`config.mk`:
```
export PLATFORM = sky130hd
export DESIGN_NAME = rmo_mode_ctrl
export DESIGN_NICKNAME = d
export VERILOG_FILES = /design/src/verilog/rmo_pkg.sv /design/src/verilog/rmo_mode_ctrl.sv /design/src/verilog/rmo_pin_sync.sv
export SDC_FILE = /design/constraint.sdc
export NUM_CORES = 1
export LEC_CHECK = 0
export BUFFER_PORTS_ARGS = -buffer_cell sky130_fd_sc_hd__buf_2
export CELL_PAD_IN_SITES_DETAIL_PLACEMENT = 1
export CELL_PAD_IN_SITES_GLOBAL_PLACEMENT = 2
export CORE_ASPECT_RATIO = 1.5
export CORE_MARGIN = 2
export CORE_UTILIZATION = 28
export DETAILED_ROUTE_END_ITERATION = 16
export PLACE_DENSITY = 0.81
export SLEW_MARGIN = 20
export SYNTH_ARGS = -nofsm -noshare
export SYNTH_HDL_FRONTEND = slang
export SYNTH_SLANG_ARGS = --single-unit
```
`constraint.sdc`:
```
create_clock -name mclk -period 1.25 [get_ports mclk]
set_input_delay 0.0625 -clock mclk [delete_from_list [all_inputs] [get_ports mclk]]
set_output_delay 0.0625 -clock mclk [all_outputs]
set_load 0.02 [all_outputs]
```
`src/verilog/rmo_pkg.sv`:
```
// Shared constants for the receiver mode and output control block.
// Assumes a single 100 MHz clock that also serves as the pixel output clock.
package rmo_pkg;
  // ==========================================================
  // Register bus
  localparam int ADDR_W = 4;
  localparam int DATA_W = 16;
  localparam logic [ADDR_W-1:0] REG_FEAT_DIS = 4'h0;
  localparam logic [ADDR_W-1:0] REG_STATUS = 4'h4;
  localparam logic [ADDR_W-1:0] REG_CONFIG = 4'h8;
  // ==========================================================
  // Processing feature bit positions
  localparam int FEAT_N = 6;
  localparam int FEAT_EDH = 0;
  localparam int FEAT_ANC = 1;
  localparam int FEAT_LCRC = 2;
  localparam int FEAT_LNUM = 3;
  localparam int FEAT_TRS = 4;
  localparam int FEAT_ICR = 5;
  localparam logic [FEAT_N-1:0] FEAT_DIS_RST = 6'h00;
  // Features that exist only at one rate
  localparam logic [FEAT_N-1:0] FEAT_SD_ONLY = 6'h01;
  localparam logic [FEAT_N-1:0] FEAT_HD_ONLY = 6'h0c;
  // ==========================================================
  // Status register fields
  localparam int ST_FEAT_LSB = 0;
  localparam int ST_WIDTH20 = 6;
  localparam int ST_PROC_EN = 7;
  localparam int ST_MODE_LSB = 8;
  localparam int ST_LOCKED = 10;
  localparam int ST_MASTER = 11;
  localparam int ST_TEST = 12;
  localparam int ST_RATE_SD = 13;
  // Config register fields
  localparam int CFG_LOOP_EN = 0;
  localparam logic [DATA_W-1:0] CFG_RST = 16'h0001;
  // ==========================================================
  // Word width and pin synchroniser
  localparam int WORD_W = 10;
  localparam int PIN_N = 7;
  localparam int PIN_WIDTH = 0;
  localparam int PIN_PROC = 1;
  localparam int PIN_VIDEO = 2;
  localparam int PIN_ASI = 3;
  localparam int PIN_RATE = 4;
  localparam int PIN_MASTER = 5;
  localparam int PIN_TEST = 6;
  // Operating modes
  typedef enum logic [1:0] {MODE_IDLE, MODE_SMPTE, MODE_THRU, MODE_ASI} rmo_mode_t;
endpackage
```
`src/verilog/rmo_mode_ctrl.sv`:
```
// Mode and parallel output control for a serial video receiver.
// Assumes mclk is the pixel clock and core data arrive synchronous to it.
// What this block does
// - Second word bus, bit 9 MSB, clocked
// - Width pin picks 20 or 10 bit
// - Ten bit arrangement forces second word low
// - Twenty bit SMPTE puts chroma on second
// - Twenty bit data-through passes raw data
// - SD twenty bit ASYNC_TRANSPORT_MODE_PIN forces second low
// - Processing enable pin turns features on
// - Six features, some gated by rate
// - Software disables features individually by register
// - Enable pin low kills every feature
// - Video mode pin input slave, output master
// - Master drives pin high only when locked
// - Slave pin high, ASI low: SMPTE mode
// - Slave pin low: no SMPTE, no features
// - Host reset: defaults, all pins released
// - Test reset holds test sequence reset
// - Test reset release resumes test sequence
// - ASI pin low: no ASI decode
`timescale 1ns/1ns
`default_nettype none
module rmo_mode_ctrl
  import rmo_pkg::*;
#(
  parameter int WORD = WORD_W
)
(
  // Clock and reset
  input wire logic mclk,
  input wire logic arst_n,
  // Control pins from the application layer
  input wire logic busWidthSelect,
  input wire logic processingEnablePin,
  input wire logic asyncTransportModePin,
  input wire logic rateSelect,
  input wire logic masterModePin,
  input wire logic testModePin,
  // Video mode two-way pin
  input wire logic videoModePinIn,
  output logic videoModePinOut,
  output logic videoModePinOe,
  // Receiver core
  input wire logic coreLockedSmpte,
  input wire logic coreLockedAsi,
  input wire logic [WORD-1:0] primaryWordIn,
  input wire logic [WORD-1:0] chromaWordIn,
  input wire logic [2*WORD-1:0] rawDataIn,
  // Core steering
  output logic descrambleEnable,
  output logic smpteAlignEnable,
  output logic asiDecodeEnable,
  output logic [FEAT_N-1:0] featureEnable,
  // Parallel output bus
  output logic [WORD-1:0] doutFirst,
  output logic [WORD-1:0] doutSecond,
  output logic doutOe,
  output logic serialLoopOutputOe,
  // Test access sequence
  output logic testSeqReset_n,
  // Register port
  input wire logic [ADDR_W-1:0] regAddr,
  input wire logic [DATA_W-1:0] regWdata,
  input wire logic regWr,
  input wire logic regRd,
  output logic [DATA_W-1:0] regRdata
);
  // ==========================================================
  // Elaboration check
  if (WORD != WORD_W)
  begin : gChk
    $error("rmo_mode_ctrl supports only ten-bit output words");
  end

  // ==========================================================
  // Pin synchronisation
  logic [PIN_N-1:0] pinRaw;
  logic [PIN_N-1:0] pinSync;
  logic width20;
  logic procEn;
  logic videoPinSync;
  logic asiPin;
  logic rateSd;
  logic masterMode;
  logic testMode;

  // Pack raw pins for the synchroniser bank
  always_comb
  begin
    pinRaw = '0;
    pinRaw[PIN_WIDTH] = busWidthSelect;
    pinRaw[PIN_PROC] = processingEnablePin;
    pinRaw[PIN_VIDEO] = videoModePinIn;
    pinRaw[PIN_ASI] = asyncTransportModePin;
    pinRaw[PIN_RATE] = rateSelect;
    pinRaw[PIN_MASTER] = masterModePin;
    pinRaw[PIN_TEST] = testModePin;
  end

  // Every asynchronous pin is filtered before it steers anything
  rmo_pin_sync #(
    .WIDTH(PIN_N)
  ) uSync (
    .mclk(mclk),
    .arst_n(arst_n),
    .pinIn(pinRaw),
    .pinOut(pinSync)
  );

  // Named views of the filtered pins
  assign width20 = pinSync[PIN_WIDTH];
  assign procEn = pinSync[PIN_PROC];
  assign videoPinSync = pinSync[PIN_VIDEO];
  assign asiPin = pinSync[PIN_ASI];
  assign rateSd = pinSync[PIN_RATE];
  assign masterMode = pinSync[PIN_MASTER];
  assign testMode = pinSync[PIN_TEST];

  // ==========================================================
  // Helper functions

  // Drop features that do not exist at the current rate
  function automatic logic [FEAT_N-1:0] rateGate(input logic sd, input logic [FEAT_N-1:0] f);
    logic [FEAT_N-1:0] g;
    g = f;
    if (sd)
    begin
      g = f & ~FEAT_HD_ONLY;
    end
    else
    begin
      g = f & ~FEAT_SD_ONLY;
    end
    return g;
  endfunction

  // Register address match
  function automatic logic hit(input logic [ADDR_W-1:0] a, input logic [ADDR_W-1:0] off);
    return a == off;
  endfunction

  // ==========================================================
  // Registers
  logic [FEAT_N-1:0] featDis_r;
  logic [FEAT_N-1:0] featDis_nxt;
  logic [DATA_W-1:0] cfg_r;
  logic [DATA_W-1:0] cfg_nxt;
  logic [DATA_W-1:0] rdata_r;
  logic [DATA_W-1:0] rdata_nxt;
  logic [DATA_W-1:0] statusWord;

  // ==========================================================
  // Mode decision
  rmo_mode_t mode_r;
  rmo_mode_t mode_nxt;
  logic videoSel;
  logic [FEAT_N-1:0] feat_r;
  logic [FEAT_N-1:0] feat_nxt;
  logic descr_r;
  logic descr_nxt;
  logic asiDec_r;
  logic asiDec_nxt;

  // The pin is our output in master mode, otherwise the application's
  assign videoSel = masterMode ? coreLockedSmpte : videoPinSync;

  // Mode and core steering
  always_comb
  begin
    mode_nxt = MODE_IDLE;
    descr_nxt = 1'b0;
    asiDec_nxt = 1'b0;
    if (videoSel && !asiPin)
    begin
      mode_nxt = MODE_SMPTE;
      descr_nxt = 1'b1;
    end
    else if (!videoSel && asiPin)
    begin
      mode_nxt = MODE_ASI;
      asiDec_nxt = 1'b1;
    end
    else if (!videoSel && !asiPin)
    begin
      mode_nxt = MODE_THRU;
    end
  end

  // Features: pin, SMPTE mode, rate and per-feature disable all gate
  always_comb
  begin
    feat_nxt = '0;
    if (procEn && mode_nxt == MODE_SMPTE)
    begin
      feat_nxt = rateGate(rateSd, ~featDis_r);
    end
  end

  // Register mode and steering
  always_ff @(posedge mclk or negedge arst_n)
  begin
    if (!arst_n)
    begin
      mode_r <= MODE_IDLE;
      feat_r <= '0;
      descr_r <= 1'b0;
      asiDec_r <= 1'b0;
    end
    else
    begin
      mode_r <= mode_nxt;
      feat_r <= feat_nxt;
      descr_r <= descr_nxt;
      asiDec_r <= asiDec_nxt;
    end
  end

  assign descrambleEnable = descr_r;
  assign smpteAlignEnable = descr_r;
  assign asiDecodeEnable = asiDec_r;
  assign featureEnable = feat_r;

  // ==========================================================
  // Parallel output path
  logic [WORD-1:0] first_r;
  logic [WORD-1:0] first_nxt;
  logic [WORD-1:0] second_r;
  logic [WORD-1:0] second_nxt;

  // Word selection; ASI and undefined pin combinations give a quiet second word
  always_comb
  begin
    first_nxt = primaryWordIn;
    second_nxt = '0;
    if (width20)
    begin
      unique case (mode_r)
        MODE_SMPTE: second_nxt = chromaWordIn;
        MODE_THRU:
        begin
          first_nxt = rawDataIn[WORD-1:0];
          second_nxt = rawDataIn[2*WORD-1:WORD];
        end
        MODE_ASI: second_nxt = '0;
        MODE_IDLE: second_nxt = '0;
      endcase
    end
    else
    begin
      second_nxt = '0;
      if (mode_r == MODE_THRU)
      begin
        first_nxt = rawDataIn[WORD-1:0];
      end
    end
  end

  // Output words on the pixel clock
  always_ff @(posedge mclk or negedge arst_n)
  begin
    if (!arst_n)
    begin
      first_r <= '0;
      second_r <= '0;
    end
    else
    begin
      first_r <= first_nxt;
      second_r <= second_nxt;
    end
  end

  assign doutFirst = first_r;
  assign doutSecond = second_r;

  // ==========================================================
  // Pin drive and test sequence reset
  logic run_r;
  logic vpOut_r;
  logic vpOut_nxt;
  logic vpOe_r;
  logic vpOe_nxt;
  logic tstRst_r;
  logic tstRst_nxt;

  // Master drive follows SMPTE lock only
  always_comb
  begin
    vpOut_nxt = masterMode && coreLockedSmpte;
    vpOe_nxt = masterMode;
    tstRst_nxt = testMode;
  end

  // Everything stays released until the clock after reset lifts
  always_ff @(posedge mclk or negedge arst_n)
  begin
    if (!arst_n)
    begin
      run_r <= 1'b0;
      vpOut_r <= 1'b0;
      vpOe_r <= 1'b0;
      tstRst_r <= 1'b0;
    end
    else
    begin
      run_r <= 1'b1;
      vpOut_r <= vpOut_nxt;
      vpOe_r <= vpOe_nxt;
      tstRst_r <= tstRst_nxt;
    end
  end

  assign videoModePinOut = vpOut_r;
  assign videoModePinOe = vpOe_r && run_r;
  assign doutOe = run_r;
  assign serialLoopOutputOe = run_r && cfg_r[CFG_LOOP_EN];
  assign testSeqReset_n = tstRst_r;

  // ==========================================================
  // Register port

  // Status snapshot of the block's own state
  always_comb
  begin
    statusWord = '0;
    statusWord[ST_FEAT_LSB +: FEAT_N] = feat_r;
    statusWord[ST_WIDTH20] = width20;
    statusWord[ST_PROC_EN] = procEn;
    statusWord[ST_MODE_LSB +: 2] = mode_r;
    statusWord[ST_LOCKED] = coreLockedSmpte || coreLockedAsi;
    statusWord[ST_MASTER] = masterMode;
    statusWord[ST_TEST] = testMode;
    statusWord[ST_RATE_SD] = rateSd;
  end

  // Writes and reads; data stand only in the cycle after the read
  always_comb
  begin
    featDis_nxt = featDis_r;
    cfg_nxt = cfg_r;
    rdata_nxt = '0;
    if (regWr)
    begin
      if (hit(regAddr, REG_FEAT_DIS))
      begin
        featDis_nxt = regWdata[FEAT_N-1:0];
      end
      if (hit(regAddr, REG_CONFIG))
      begin
        cfg_nxt = '0;
        cfg_nxt[CFG_LOOP_EN] = regWdata[CFG_LOOP_EN];
      end
    end
    if (regRd)
    begin
      if (hit(regAddr, REG_FEAT_DIS))
      begin
        rdata_nxt[FEAT_N-1:0] = featDis_r;
      end
      else if (hit(regAddr, REG_STATUS))
      begin
        rdata_nxt = statusWord;
      end
      else if (hit(regAddr, REG_CONFIG))
      begin
        rdata_nxt = cfg_r;
      end
    end
  end

  // Register file state
  always_ff @(posedge mclk or negedge arst_n)
  begin
    if (!arst_n)
    begin
      featDis_r <= FEAT_DIS_RST;
      cfg_r <= CFG_RST;
      rdata_r <= '0;
    end
    else
    begin
      featDis_r <= featDis_nxt;
      cfg_r <= cfg_nxt;
      rdata_r <= rdata_nxt;
    end
  end

  assign regRdata = rdata_r;
endmodule
`default_nettype wire

```
`src/verilog/rmo_pin_sync.sv`:
```
// Bank of three-stage synchronisers for asynchronous control pins.
// Assumes the pins are static or slow compared to the clock.
`timescale 1ns/1ns
`default_nettype none
module rmo_pin_sync
  import rmo_pkg::*;
#(
  parameter int WIDTH = 1
)
(
  // Clock and reset
  input wire logic mclk,
  input wire logic arst_n,
  // Raw pins and filtered levels
  input wire logic [WIDTH-1:0] pinIn,
  output logic [WIDTH-1:0] pinOut
);
  // ==========================================================
  // Elaboration check
  if (WIDTH < 1)
  begin : gChk
    $error("rmo_pin_sync needs WIDTH of at least one");
  end

  // ==========================================================
  // Stages
  logic [WIDTH-1:0] s1_r;
  logic [WIDTH-1:0] s2_r;
  logic [WIDTH-1:0] s3_r;
  logic [WIDTH-1:0] out_r;
  logic [WIDTH-1:0] out_nxt;

  // Only stages two and three are compared; stage one may be metastable
  always_comb
  begin
    out_nxt = out_r;
    for (int i = 0; i < WIDTH; i++)
    begin
      if (s2_r[i] == s3_r[i])
      begin
        out_nxt[i] = s3_r[i];
      end
    end
  end

  // Register all stages
  always_ff @(posedge mclk or negedge arst_n)
  begin
    if (!arst_n)
    begin
      s1_r <= '0;
      s2_r <= '0;
      s3_r <= '0;
      out_r <= '0;
    end
    else
    begin
      s1_r <= pinIn;
      s2_r <= s1_r;
      s3_r <= s2_r;
      out_r <= out_nxt;
    end
  end

  assign pinOut = out_r;
endmodule
`default_nettype wire

```
==> impl_metrics.yaml, run 1 <==
status:
  status: "completed"
floorplanning:
  core_area_sq_um: 10100
  ios: 123
  fp-row-count: 45
  dieArea_sq_um: 11300
  start_util_pct: 28.9
  die_w_um: 87.5
  die_y_um: 129
setup_path:
  cp_num_buf_inv: 1
  critical_path_cell_count: 3
  r2r-start: "mode_r[0]$_DFF_PN0_"
  critical_path.cell_chain: "nor2b_2 > buf_12 > mux2_2"
  end_kind: "register"
  r2r_cells: 3
  critPathTopFamily: "flip-flops"
  critPathLaunch: "mode_r[0]$_DFF_PN0_"
  cp.arrival_ns: 1.42
  critical_path_class: "reg2reg"
  crit_fanout: 20
  cp-start-kind: "register"
  cp_slowest_stage_delay_ns: 0.39
  required_ns: 1.47
  crit_slowest_cell: "dfrtp_1"
power:
  peakVddDrop_v: 0.000706
  totalPowerFinal_mw: 6.56
  power_density_nw_per_um2: 1490
  p_leak_nw: 2.22
global_routing:
  grt_overflow_total: 0
  antenna_found_initial: 0
  grt_usage_pct: 13.6
  grt_max_degree: 34
  grt_pass1_wl_um: 11300
  grt_pass1_vias: 2250
cts:
  insertion_delay_ns: 0.34
  cts_tree: "done"
  ctsRootBufferMaster: "clkbuf_16"
  cts_buffers: 9
  clk_pin_slew_ns: 0.06
  cts.path.max_buffers: 2
  htree_levels: 3
  cts.sinks: 83
run:
  max_cap_violations: 0
synth:
  synthCells: 188
  yosys.area.top_type: "dfrtp_1"
  synthMuxAreaShare_pct: 9.36
  synth_edf_count: 0
  async_reset_ff_share_pct: 100
  synth_top_area_share_pct: 70.1
  synth_xor_area_share_pct: 0
  synthTopCellsByCount: "dfrtp_1, nor2b_1, mux2_2"
  synth_ff_type: "dfrtp_1"
  syn_avg_cell_area_sq_um: 15.6
  synth_area_leaders: "dfrtp_1, mux2_2, mux2_4, a22oi_1, nor2b_1"
  yosys.area_share.simple_pct: 9.15
  netlist-cell-type-count: 29
  yosysMostFrequentCell: "dfrtp_1"
  synth_compound_area_share_pct: 3.16
  synth_warnings: 0
  synth_adder_area_share_pct: 4.53
  synth_seq_cells: 83
  syn-cell-area_sq_um: 2930
  ys_seq_area_share_pct: 71.0
  synth_top_family_by_area: "multiplexers"
placed_design:
  portBuffers: 110
  dpl-instance-area_sq_um: 3700
  routabilityCongestion: 0.715
  place_hpwl_um: 4710
drt:
  avgViaCountPerCell: 4.32
  totalWireLength_um: 7100
  drcViolationCount: 0
  met3_length_um: 448
  route.met2.wl_um: 3780
  top_layer: "met4"
  drt_iter0_drc: 30
  wl_per_cell_um: 15.0
  via_count: 2047
  ant_nets: 0
  wl_met1_um: 2680
  first_pass_iters: 4
sta:
  fin_crit_sh_pct: 96.5
  setup_violations: 0
  fin_skew_ns: 0.00398
  fin_tns_setup_ns: 0
  fmax_mhz: 829
  rsz0062_at_grt: "true"
  timing.hold.ws_ns: 0.00669
  drv_slew: 0
  hold_viol: 0
  finalCriticalPeriod_ns: 1.21
min_path:
  holdCritStartpoint: "chromaWordIn[9]"
  whs_path_depth: 3
  hp-class: "in2reg"
final_layout:
  antenna-diode-count: 0
  nFillCells: 1084
  multiInputGateArea_sq_um: 825
  syn_to_final_growth_pct: 50.9
  register_area_sq_um: 2080
  finalNetCount: 431
  drive_above_1_share_pct: 46.2
  final_area_sq_um: 4420
final timing paths:
path	to	slack, ns
min	doutSecond[9]$_DFF_PN0_	0.007
min in group asynchronous	uSync.s3_r[6]$_DFF_PN0_	0.15
max	doutFirst[8]$_DFF_PN0_	0.04
min reg2reg	uSync.s2_r[2]$_DFF_PN0_	0.35
max in group asynchronous	cfg_r[0]$_DFFE_PN1P_	0.56
max reg2reg	doutFirst[8]$_DFF_PN0_	0.04
layer usage:
metal | up-vias | GRT usage (%)
met5 | - | 0
met3 | 14 | 4.01
li1 | 951 | -
met4 | 0 | 7.33
met2 | 82 | 23.6
met1 | 1000 | 14.6
metrics by stage:
stage	cells	utilization, %	setup WS, ns
after CTS	474	43.2	0.00593
after global placement	418	36.5	0.0104
after detailed placement	418	36.5	-0.0172
final	474	43.6	0.0435
after global routing	474	43.6	-0.00580
after floorplan	189	-	0.0206
worst reg2reg max path, cell delays in order (launching register included):
cell and delay [ns]:
dfrtp_1 0.39, nor2b_2 0.16, buf_12 0.18, mux2_2 0.36
cell usage in the layout, fill, tap and decap left out, types with 3 or more instances in the layout:
cell	count
mux2_2	11
mux2_4	6
dlygate4sd3_1	41
buf_4	10
a22oi_1	10
ha_1	3
clkinv_2	3
conb_1	3
mux2i_1	6
buf_12	3
nor2_1	9
and2_1	9
buf_2	108
maj3_1	7
nor2b_1	11
clkbuf_16	9
dfrtp_1	82
sequential cells by signal, indices dropped and copies added, names as in the netlist, 2 cells and up:
register and flops:
mode_r 2, doutSecond 10, featureEnable 6, uSync.s3_r 7, uSync.pinOut 7, featDis_r 6
uSync.s2_r 7, regRdata 14, uSync.s1_r 7, doutFirst 10
power breakdown:
| part | leakage (nW) | switching, mW | total, mW | internal [mW] |
|---|---|---|---|---|
| clock | 0.130 | 1.00 | 2.38 | 1.37 |
| combinational | 1.05 | 0.559 | 1.12 | 0.556 |
| sequential | 1.04 | 0.132 | 3.07 | 2.94 |
| total | 2.22 | 1.69 | 6.56 | 4.87 |
final cells by class:
| cell class | instances | share of cell area, % |
|---|---|---|
| multi-input combinational | 94 | 18.7 |
| timing repair buffer | 162 | 24.6 |
| sequential | 83 | 47.1 |
| clock buffer | 10 | 5.41 |
| clock inverter | 5 | 0.680 |
| tap | 117 | 3.32 |
| inverter | 3 | 0.255 |
cell families (layout without fill, tap and decap cells):
| group | count (synthesis) | count (layout) |
|---|---|---|
| fa+ha+maj | 12 | 12 |
| flops | 83 | 83 |
| buf+inv | 12 | 180 |
| mux | 23 | 23 |
| other cells | 2 | 3 |
| compound gates | 13 | 13 |
| simple gates | 43 | 43 |
what timing repair did:
action | CTS | global route
gates resized for setup | 1 | 9
endpoints found under the hold margin | 112 | 0
endpoints found under the setup margin | 4 | 13
hold buffers | 41 | 0
setup buffers | 0 | 0
pin swaps | 2 | 2
(Power assumes the default switching activity.)
==> inputs of run 2 (changes only) <==
--- a/config.mk
+++ b/config.mk
@@ -10,10 +10,11 @@
 export CELL_PAD_IN_SITES_GLOBAL_PLACEMENT = 2
 export CORE_ASPECT_RATIO = 1.5
 export CORE_MARGIN = 2
-export CORE_UTILIZATION = 28
+export CORE_UTILIZATION = 27
 export DETAILED_ROUTE_END_ITERATION = 16
-export PLACE_DENSITY = 0.81
+export PLACE_DENSITY = 0.78
 export SLEW_MARGIN = 20
 export SYNTH_ARGS = -nofsm -noshare
 export SYNTH_HDL_FRONTEND = slang
+export SYNTH_HIERARCHICAL = 1
 export SYNTH_SLANG_ARGS = --single-unit
==> run 2 against run 1 <==
Compared with the run above:
- area after synthesis down 0.81%
- total power down 0.34%
- synthesized cell count down 2.1%
- setup slack worse by 0.0054 ns
- fmax down 0.45%
- clock skew up 0.0013 ns
- utilization down 1.5 points
- register-to-register slack about the same
- count of clock-buffer cells in the layout up 6
- sequential power about the same
- worst hold slack better by 0.0087 ns
- largest power group unchanged
==> impl_metrics.yaml, run 2 <==
cts:
  cts_buffers: 9
  insertion_delay_ns: 0.33
  htree_levels: 3
  cts_tree: "done"
  cts.path.max_buffers: 2
  clk_pin_slew_ns: 0.06
  cts.sinks: 83
  ctsRootBufferMaster: "clkbuf_16"
global_routing:
  grt_usage_pct: 12.4
  grt_pass1_wl_um: 10600
  grt_overflow_total: 0
  antenna_found_initial: 0
  grt_pass1_vias: 2198
  grt_max_degree: 40
synth:
  syn_avg_cell_area_sq_um: 15.8
  ys_seq_area_share_pct: 71.6
  syn-cell-area_sq_um: 2900
  synth_warnings: 6
  synthTopCellsByCount: "dfrtp_1, nor2b_1, a22oi_1, and2_1, mux2_2"
  synth_ff_type: "dfrtp_1"
  yosysMostFrequentCell: "dfrtp_1"
  async_reset_ff_share_pct: 100
  synth_area_leaders: "dfrtp_1, mux2_2, mux2_4, maj3_2, a22oi_1"
  synth_top_area_share_pct: 70.7
  synth_seq_cells: 83
  netlist-cell-type-count: 32
  yosys.area.top_type: "dfrtp_1"
  synthCells: 184
  synth_edf_count: 0
power:
  internal_power_mw: 4.91
  p_sw_mw: 1.63
  seqPwrFrac_pct: 47.0
  p_leak_nw: 2.21
  pwr-share-comb_pct: 16.9
  power_density_nw_per_um2: 1480
  peakVddDrop_v: 0.000660
  totalPowerFinal_mw: 6.54
  switching_share_pct: 25.0
  p_clk_share_pct: 36.1
final_layout:
  syn_to_final_growth_pct: 52.6
  finalNetCount: 424
  antenna-diode-count: 0
  final_area_sq_um: 4430
  layout_common_cells: "buf_2, dfrtp_1, dlygate4sd3_1"
  nFillCells: 1159
  largest_register_ffs: 14
  layout_commonest_cell: "buf_2"
  drive_above_1_share_pct: 46.2
run:
  max_cap_violations: 0
sta:
  fmax_mhz: 825
  fin_skew_ns: 0.00526
  fin_tns_setup_ns: 0
  hold_viol: 0
  rsz0062_at_grt: "true"
  fin_crit_sh_pct: 97.0
  drv_slew: 0
  timing.hold.ws_ns: 0.0154
  finalCriticalPeriod_ns: 1.21
  worst_slack_ns: 0.0381
  setup_violations: 0
setup_path:
  cp.arrival_ns: 1.42
  crit_fanout: 1
  cp-start-kind: "input pin"
  critical_path_class: "in2reg"
  ff2ff_setup_slack_ns: 0.04
  end_kind: "register"
  critPathLaunch: "coreLockedAsi"
  r2r-start: "mode_r[0]$_DFF_PN0_"
  required_ns: 1.46
floorplanning:
  dieArea_sq_um: 11600
  fp-row-count: 46
  die_w_um: 88.7
  die_y_um: 131
  core_area_sq_um: 10500
  ios: 123
  start_util_pct: 27.6
drt:
  first_pass_iters: 2
  ant_nets: 0
  avgViaCountPerCell: 4.07
  totalWireLength_um: 6910
  wl_per_cell_um: 14.0
  drt_iter0_drc: 44
  drcViolationCount: 0
  via_count: 2017
min_path:
  hp-class: "in2reg"
  holdCritStartpoint: "rawDataIn[14]"
placed_design:
  routabilityCongestion: 0.738
  place_hpwl_um: 4630
  dpl-instance-area_sq_um: 3690
  dp_worst_setup_slack_ns: -0.0179
  portBuffers: 110
status:
  status: "completed"
[run 2: changes by cell type in the layout (fill, tap and decap cells not counted), sizes merged, moves of 2 or more]
cell / change
clkinvlp: -2
mux2i: -5
a22o: +5
and3b: +2
clkbuf: +7
clkinv: -3
nor2: -5
buf: -4
[run 2: worst paths after layout]
kind	endpoint	cells past startpoint
max reg2reg	doutFirst[7]$_DFF_PN0_	3
min in group asynchronous	uSync/s1_r[4]$_DFF_PN0_	2
max in group asynchronous	doutSecond[2]$_DFF_PN0_	3
max	regRdata[10]$_DFF_PN0_	4
min reg2reg	uSync/s2_r[5]$_DFF_PN0_	0
min	doutSecond[4]$_DFF_PN0_	3
[run 2: area by class of cell]
class	count	area, sq um	share of cell area [%]
clock buffer	16	262	5.90
inverter	3	11.3	0.254
multi-input combinational	90	803	18.1
sequential	83	2080	46.9
tap	144	180	4.07
timing repair buffer	159	1100	24.7
[run 2: cells by family (layout without fill, tap and decap cells)]
logic type | Yosys count | count (layout) | share of synthesized area, %
compound gates | 18 | 18 | 4.70
fa+ha+maj | 12 | 12 | 4.87
buf+inv | 12 | 178 | 2.46
flops | 83 | 83 | 71.6
mux | 18 | 18 | 7.72
other cells | 2 | 3 | 0.259
simple gates | 39 | 39 | 8.41
[run 2: what timing repair did]
action,4_1_cts,5_1_grt
cloned,0,1
pin swaps,1,0
endpoints found under the hold margin,113,0
gates resized for setup,1,8
hold buffers,41,0
setup endpoints to repair,6,17
setup buffers,1,0
[run 2: layer usage]
layer  vias to the layer above  wire length, um  track usage (%)
met4                         0              134             6.33
met3                         8              286             3.89
met2                        55             4040             21.8
met1                      1011             2450             13.0
met5                         -                0                0
li1                        943                -                -
[run 2: critical path, stage by stage]
cell and delay (ns):
dlygate4sd3_1 0.54, buf_2 0.12, o21a_1 0.15, dlygate4sd3_1 0.55
[run 2: power groups by stage]
stage               Clock [mW]  Sequential (mW)  Combinational (mW)
detailed placement           0             3.12               0.961
floorplan                    0             3.24               0.386
finish                    2.36             3.08                1.10
CTS                       2.45             3.07                1.07
global route              2.55             3.11                1.21
global placement             0             3.11               0.935
[run 2: stage by stage]
| step | std cells | utilization [%] |
|---|---|---|
| 2_1_floorplan | 185 | - |
| 3_3_place_gp | 437 | 35.0 |
| 3_5_place_dp | 437 | 35.0 |
| 4_1_cts | 495 | 41.5 |
| 5_1_grt | 495 | 42.1 |
| 6_report | 495 | 42.1 |
